## src/rtl/pwm_regs.vh

```
`ifndef PWM_REGS_VH
`define PWM_REGS_VH
// Time base modes
`define TB_MODE_W          2
`define TB_MODE_FREE       2'h0
`define TB_MODE_SINGLE     2'h1
`define TB_MODE_UPDOWN     2'h2
// Count direction encodings
`define DIR_UP             1'b0
`define DIR_DOWN           1'b1
// Parameter defaults and reset values
`define PWM_WIDTH_DEF      16
`define PWM_CHANNELS_DEF   3
`define COUNT_RESET        16'h0000
`endif

```

## src/rtl/pwm_channel.v

```verilog
`default_nettype none
`include "pwm_regs.vh"
module pwm_channel #(
  parameter WIDTH = `PWM_WIDTH_DEF
) (
  // Clock and reset
  input  wire             i_clk,
  input  wire             i_arst_n,
  input  wire             i_ce,
  // Time base view
  input  wire             i_run,
  input  wire             i_center,
  input  wire             i_dir,
  input  wire [WIDTH-1:0] i_count,
  input  wire [WIDTH-1:0] i_period,
  // Duty and output
  input  wire [WIDTH-1:0] i_duty,
  output reg              o_pwm
);
  reg pwm_nxt;

  always @* begin
    pwm_nxt = o_pwm;
    if (i_duty == {WIDTH{1'b0}}) begin
      pwm_nxt = 1'b0;
    end else if (i_center) begin
      if (i_duty == i_period) begin
        pwm_nxt = 1'b1;
      end else if (i_count == i_duty && i_dir == `DIR_DOWN) begin
        pwm_nxt = 1'b1;
      end else if (i_count == i_duty && i_dir == `DIR_UP) begin
        pwm_nxt = 1'b0;
      end
    end else begin
      if (i_duty > i_period) begin
        pwm_nxt = 1'b1;
      end else if (i_count == i_duty) begin
        pwm_nxt = 1'b0;
      end else if (i_count == {WIDTH{1'b0}}) begin
        pwm_nxt = 1'b1;
      end
    end
    if (!i_run) begin
      pwm_nxt = 1'b0;
    end
  end

  always @(posedge i_clk or negedge i_arst_n) begin
    if (!i_arst_n) begin
      o_pwm <= 1'b0;
    end else if (i_ce) begin
      o_pwm <= pwm_nxt;
    end
  end
endmodule // pwm_channel
`default_nettype wire

```

## src/rtl/edge_center_aligned_pwm.v

```verilog
`default_nettype none
`include "pwm_regs.vh"
module edge_center_aligned_pwm #(
  parameter WIDTH    = `PWM_WIDTH_DEF,
  parameter CHANNELS = `PWM_CHANNELS_DEF
) (
  // Clock and reset
  input  wire                      i_clk,
  input  wire                      i_arst_n,
  input  wire                      i_ce,
  // Configuration
  input  wire                      i_enable,
  input  wire [`TB_MODE_W-1:0]     i_tb_mode,
  input  wire [WIDTH-1:0]          i_pwm_period_value,
  input  wire [CHANNELS*WIDTH-1:0] i_duty,
  // Status
  output reg  [WIDTH-1:0]          o_pwm_time_base_count,
  output reg                       o_count_direction_flag,
  output reg                       o_running,
  // PWM outputs
  output wire [CHANNELS-1:0]       o_pwm
);
  // One count step at the configured width
  localparam [WIDTH-1:0] COUNT_ONE = {{(WIDTH-1){1'b0}}, 1'b1};

  reg  [WIDTH-1:0] count_nxt;
  reg              dir_nxt;
  reg              running_nxt;
  reg              enable_d_r;
  reg  [WIDTH-1:0] free_count;
  reg  [WIDTH-1:0] single_count;
  reg              single_run;
  reg  [WIDTH-1:0] updown_count;
  reg              updown_dir;
  wire             center;
  wire             start;
  wire             launch;
  wire             top;
  wire             bottom;

  // Count plus or minus one; callers keep the value inside zero to period
  function [WIDTH-1:0] step;
    input [WIDTH-1:0] value;
    input             down;
    begin
      if (down) begin
        step = value - COUNT_ONE;
      end else begin
        step = value + COUNT_ONE;
      end
    end
  endfunction

  // Only the three defined codes may run the time base
  function mode_valid;
    input [`TB_MODE_W-1:0] mode;
    begin
      case (mode)
        `TB_MODE_FREE:   mode_valid = 1'b1;
        `TB_MODE_SINGLE: mode_valid = 1'b1;
        `TB_MODE_UPDOWN: mode_valid = 1'b1;
        default:         mode_valid = 1'b0;
      endcase
    end
  endfunction

  // Greater-or-equal also catches a period lowered below the running count
  function at_top;
    input [WIDTH-1:0] value;
    input [WIDTH-1:0] limit;
    begin
      at_top = (value >= limit);
    end
  endfunction

  // Up/down selects center alignment, other modes edge alignment
  assign center = (i_tb_mode == `TB_MODE_UPDOWN);
  // Single-shot restarts only on a fresh enable edge
  assign start  = i_enable && !enable_d_r;
  // The unused mode code never starts, so it cannot set the running flag
  assign launch = mode_valid(i_tb_mode) && (start || i_tb_mode != `TB_MODE_SINGLE);
  assign top    = at_top(o_pwm_time_base_count, i_pwm_period_value);
  assign bottom = (o_pwm_time_base_count == {WIDTH{1'b0}});

  // Free-running: back to zero after the period value
  always @* begin
    if (top) begin
      free_count = `COUNT_RESET;
    end else begin
      free_count = step(o_pwm_time_base_count, `DIR_UP);
    end
  end

  // Single-shot: stops holding the last count so status shows completion
  always @* begin
    single_count = o_pwm_time_base_count;
    single_run   = 1'b1;
    if (top) begin
      single_run = 1'b0;
    end else begin
      single_count = step(o_pwm_time_base_count, `DIR_UP);
    end
  end

  // Up/down: turns at the period value and at zero
  always @* begin
    updown_dir   = o_count_direction_flag;
    updown_count = step(o_pwm_time_base_count, o_count_direction_flag);
    if (o_count_direction_flag == `DIR_UP && top) begin
      updown_dir   = `DIR_DOWN;
      updown_count = step(o_pwm_time_base_count, `DIR_DOWN);
    end else if (o_count_direction_flag == `DIR_DOWN && bottom) begin
      updown_dir   = `DIR_UP;
      updown_count = step(o_pwm_time_base_count, `DIR_UP);
    end
  end

  // Enable low clears the time base; a stopped time base waits for a valid start
  always @* begin
    count_nxt   = o_pwm_time_base_count;
    dir_nxt     = o_count_direction_flag;
    running_nxt = o_running;
    if (!i_enable) begin
      count_nxt   = `COUNT_RESET;
      dir_nxt     = `DIR_UP;
      running_nxt = 1'b0;
    end else if (!o_running) begin
      if (launch) begin
        running_nxt = 1'b1;
        count_nxt   = `COUNT_RESET;
        dir_nxt     = `DIR_UP;
      end
    end else begin
      case (i_tb_mode)
        `TB_MODE_FREE: begin
          count_nxt = free_count;
        end
        `TB_MODE_SINGLE: begin
          count_nxt   = single_count;
          running_nxt = single_run;
        end
        `TB_MODE_UPDOWN: begin
          count_nxt = updown_count;
          dir_nxt   = updown_dir;
        end
        default: begin
          count_nxt   = `COUNT_RESET;
          running_nxt = 1'b0;
        end
      endcase
    end
  end

  // Status outputs are the time base flops themselves
  always @(posedge i_clk or negedge i_arst_n) begin
    if (!i_arst_n) begin
      o_pwm_time_base_count <= `COUNT_RESET;
    end else if (i_ce) begin
      o_pwm_time_base_count <= count_nxt;
    end
  end

  always @(posedge i_clk or negedge i_arst_n) begin
    if (!i_arst_n) begin
      o_count_direction_flag <= `DIR_UP;
    end else if (i_ce) begin
      o_count_direction_flag <= dir_nxt;
    end
  end

  always @(posedge i_clk or negedge i_arst_n) begin
    if (!i_arst_n) begin
      o_running <= 1'b0;
    end else if (i_ce) begin
      o_running <= running_nxt;
    end
  end

  // Starts low, matching the idle enable, so reset gives no false start edge
  always @(posedge i_clk or negedge i_arst_n) begin
    if (!i_arst_n) begin
      enable_d_r <= 1'b0;
    end else if (i_ce) begin
      enable_d_r <= i_enable;
    end
  end

  // Channels compare the registered count, so outputs lag the count by one cycle
  genvar g;
  generate
    for (g = 0; g < CHANNELS; g = g + 1) begin : g_chan
      // Each channel takes its own slice of the packed duty bus
      wire [WIDTH-1:0] duty_w;
      assign duty_w = i_duty[g*WIDTH +: WIDTH];
      pwm_channel #(
        .WIDTH (WIDTH)
      ) u_chan (
        .i_clk    (i_clk),
        .i_arst_n (i_arst_n),
        .i_ce     (i_ce),
        .i_run    (o_running),
        .i_center (center),
        .i_dir    (o_count_direction_flag),
        .i_count  (o_pwm_time_base_count),
        .i_period (i_pwm_period_value),
        .i_duty   (duty_w),
        .o_pwm    (o_pwm[g])
      );
    end
  endgenerate
endmodule // edge_center_aligned_pwm
`default_nettype wire

```

## config.mk

```make
export PLATFORM = sky130hd
export DESIGN_NAME = edge_center_aligned_pwm
export DESIGN_NICKNAME = d
export VERILOG_FILES = /design/src/rtl/pwm_channel.v /design/src/rtl/edge_center_aligned_pwm.v
export VERILOG_INCLUDE_DIRS = /design/src /design/src/rtl
export SDC_FILE = /design/constraint.sdc
export NUM_CORES = 1
export LEC_CHECK = 0
export BUFFER_PORTS_ARGS = -buffer_cell sky130_fd_sc_hd__buf_2
export CAP_MARGIN = 20
export CORE_MARGIN = 1.5
export CORE_UTILIZATION = 51
export DETAILED_ROUTE_END_ITERATION = 8
export GPL_TIMING_DRIVEN = 0
export HOLD_SLACK_MARGIN = 0.06
export PLACE_DENSITY = 0.79
export SLEW_MARGIN = 0
export SYNTH_ARGS = -nofsm -noshare
export SYNTH_HDL_FRONTEND = slang
export SYNTH_SLANG_ARGS = --single-unit
export TNS_END_PERCENT = 5
```

## constraint.sdc

```tcl
create_clock -name i_clk -period 2.7 [get_ports i_clk]
set_clock_uncertainty 0.05 [all_clocks]
set_input_delay 0 -clock i_clk [delete_from_list [all_inputs] [get_ports i_clk]]
set_output_delay 0 -clock i_clk [all_outputs]
set_load 0.1 [all_outputs]
```

==> summary.txt <==
Outcome
  • Status: complete, but fails checks
  • Failing checks: negative setup slack

Timing
  • Period utilization: 112%
  • Slew headroom: 51.3%
  • Final setup vio count: 15
  • RSZ-0062 raised after global routing: true
  • Fin crit period: 3.01 ns
  • Final hold violation count: 0
  • Highest clock rate: 0.332 GHz
  • Max Slew Vio Count: 0
  • Slack of the critical path: -0.312 ns
  • Tightest Pin Transition: 0.731 ns

Placement
  • Pre-CTS setup slack: -0.586 ns
  • Port Buffers: 88
  • Gpl congestion: 1.03
  • Dpl hpwl: 11,600 um

Worst setup path
  • WS Path Type: flip-flop to flip-flop
  • CP Cell Sequence: ha_1 > nand4_1 > nor3_1 > or4_4 > or3_4 > buf_6 > o21a_4 > buf_8 > a22oi_2 > o21ai_1 > a22o_1
  • Critical path buffers and inverters: 2
  • Crit path max-delay cell type: dfrtp_4
  • Critical R2R Launch: o_pwm_time_base_count[12]
  • R2R cell count: 11
  • Crit. Startpoint: o_pwm_time_base_count[12]
  • Setup crit end: o_pwm_time_base_count[10]
  • Worst stage delay on the critical path: 0.51 ns
  • Crit end category: flip-flop
  • Crit path max fanout: 10
  • Crit start category: flip-flop
  • Crit Reg-Reg Endpoint: o_pwm_time_base_count[10]
  • Worst path depth: 11
  • Arr. time, crit path: 3.12 ns
  • FF-to-FF setup slack: -0.31 ns
  • Worst EP required: 2.81 ns
  • Top Family by Delay on Critical Path: simple AND/OR/NAND/NOR gates

Cells and area
  • Multi-input gate area: 3370 sq um
  • Share of layout cells above drive strength 1: 25.8%
  • Nets@finish: 747
  • Fill count: 682
  • Register area: 584 sq um
  • # diodes: 0
  • Area delta synth->final: 23.8%

Synth
  • Synth top area share: 21.0%
  • Sequential fraction of the synthesis area: 13.8%
  • Synth Instances: 512
  • Post-Syn Area: 3990 sq um
  • Syn avg cell area: 7.79 sq um
  • Top post-synthesis cells by area: ha_1 (21%), dfrtp_1 (14%), xnor2_1 (11%), nand4_1 (5.3%), a21oi_1 (4.0%)
  • Synth cell types: 59
  • Flops & latches, synth: 22
  • Synth async-reset ratio: 100%
  • Yosys warns: 0
  • Ys flop type: dfrtp_1
  • Post-synth EDFFs: 0
  • Synthesized Nets: 649
  • Post-synth top area cell: ha_1

GRT
  • Initial antenna violation count: 0
  • First-pass GRT wire length: 23,000 um
  • Total track usage: 35.1%
  • Grt total ovfl: 0
  • Largest net degree at the start of global routing: 23
  • Vias in the first global route: 4,417

Drt
  • Initial DRC count: 454
  • TritonRoute pass-1 iters: 6
  • Routed len/inst: 21.0 um
  • DRC viols: 0
  • Via density: 6.62
  • Antenna Nets Post-Route: 0
  • Vias: 4,707
  • Aggregate routed wire length: 14,900 um

Die
  • Core Area: 7650 sq um
  • I/O pin count: 91
  • Die Wd: 91.4 um
  • Starting Density: 52.1%
  • FP Rows: 32
  • Die Footprint: 8360 sq um
  • Die Ht: 91.4 um

CTS
  • Total clock sinks: 22
  • Worst skew pair latency: 0.27 ns
  • Clock buffer depth: 2
  • TritonCTS buffer count: 3
  • CTS tree: yes
  • H-tree levels: 1
  • Root Buffer: clkbuf_8
  • CTS clk-pin slew, worst paths: 0.09 ns

Pwr
  • Pwr Density: 285 nW/um^2
  • Overall Power: 1410 uW
  • Leakage: 0.00215 uW
  • Worst VDD drop: 0.179 mV

Run
  • Max Cap Viol: 0

Min path
  • Worst Hold Class: primary input to flip-flop
-- how the worst min path moves through the flow --
stage	from	to	slack (ns)	depth (start not counted)
floorplan	i_arst_n	enable_d_r	-0.35	0
global placement	i_arst_n	g_chan[1].u_chan.o_pwm	-0.05	1
detailed placement	i_arst_n	g_chan[1].u_chan.o_pwm	-0.05	1
CTS	i_tb_mode[0]	o_running	0.14	4
global route	i_ce	o_running	0.18	2
finish	i_tb_mode[0]	o_running	0.16	4
-- timing repair --
item / CTS / global route
hold buffers: 2 / 0
endpoints found under the setup margin: 16 / 18
pin swaps: 7 / 7
setup buffers: 3 / 1
resized for setup: 20 / 15
cloned: 0 / 0
endpoints found under the hold margin: 24 / 0
-- state kept, by name (all words and copies together), names as in the netlist --
name / flops
o_running: 1
o_count_direction_flag: 1
enable_d_r: 1
g_chan.u_chan.o_pwm: 3
o_pwm_time_base_count: 16
-- cell usage after synthesis (all sizes together) (11+ instances only) --
| library cell | instances |
|---|---|
| a21oi | 34 |
| nand4 | 34 |
| ha | 67 |
| xnor2 | 52 |
| nor2 | 28 |
| dfrtp | 22 |
| o21ai | 39 |
| buf | 15 |
| clkbuf | 17 |
| nand2 | 38 |
| nand3 | 11 |
| inv | 25 |
| nor4 | 22 |
-- layout make-up --
type / instances / share of cell area (%)
flip-flops and latches: 22 / 11.8
plain buffers: 31 / 3.90
well taps: 102 / 2.59
repair buffers: 94 / 9.94
multi-input cells: 433 / 68.3
inverters: 25 / 1.95
clock inverters: 1 / 0.609
clock buffers: 3 / 0.837
-- kinds of logic (layout without fill, tap and decap cells) --
kind of cell | Yosys count | after routing | share of synthesized area [%]
xor gates and xnor gates | 52 | 52 | 11.4
AOI/OAI and AO/OA | 141 | 141 | 23.9
and+or+nand+nor | 171 | 171 | 22.8
buffers and inverters | 57 | 154 | 6.47
adders and majority gates | 67 | 67 | 21.0
muxes | 2 | 2 | 0.534
DFF | 22 | 22 | 13.8
-- per-layer routing --
metal | vias to the layer above | track usage [%] | routed length (um)
li1 | 2123 | - | -
met1 | 2154 | 44.9 | 5720
met2 | 353 | 59.1 | 7020
met3 | 77 | 3.69 | 1420
met4 | 0 | 15.8 | 793
met5 | - | 0 | 0
-- metrics by stage --
step           hold slack [ns]  util [%]  instance area (sq um)  instances  setup TNS, ns
2_1_floorplan           -0.346         -                   4090        512          -3.57
3_3_place_gp           -0.0549      60.9                   4660        702          -6.70
3_5_place_dp           -0.0453      60.9                   4660        702          -6.55
4_1_cts                  0.138      63.6                   4870        710          -3.14
5_1_grt                  0.184      64.5                   4930        711          -4.42
6_report                 0.159      64.5                   4930        711          -3.56
-- tightest hold or removal path: cells and delay by family --
family	cells	cell delay (ns)
AND/OR/NAND/NOR	1	0.06
buffers and inverters	1	0.16
AO/OA/AOI/OAI	2	0.22
-- cell usage in the layout (no fill, tap or decap), types with 7 or more instances in the layout --
cell       n
xnor2_1   52
o21ai_1   12
ha_1      62
inv_1     24
o21ai_0   26
buf_2     90
nand3_1   11
nor2b_1    7
dfrtp_1    7
nor2_1    26
nand2_1   38
clkbuf_1  14
dfrtp_2    9
buf_4      7
nand4_1   34
nor3_1     9
nor4_1    17
a21o_1     9
a21oi_1   31
-- report_power, final --
part / total [uW] / internal [uW] / switching, uW
clock network: 311 / 198 / 113
logic: 733 / 265 / 467
registers: 363 / 347 / 15.8
total: 1410 / 810 / 596
(Power assumes the default switching activity.)
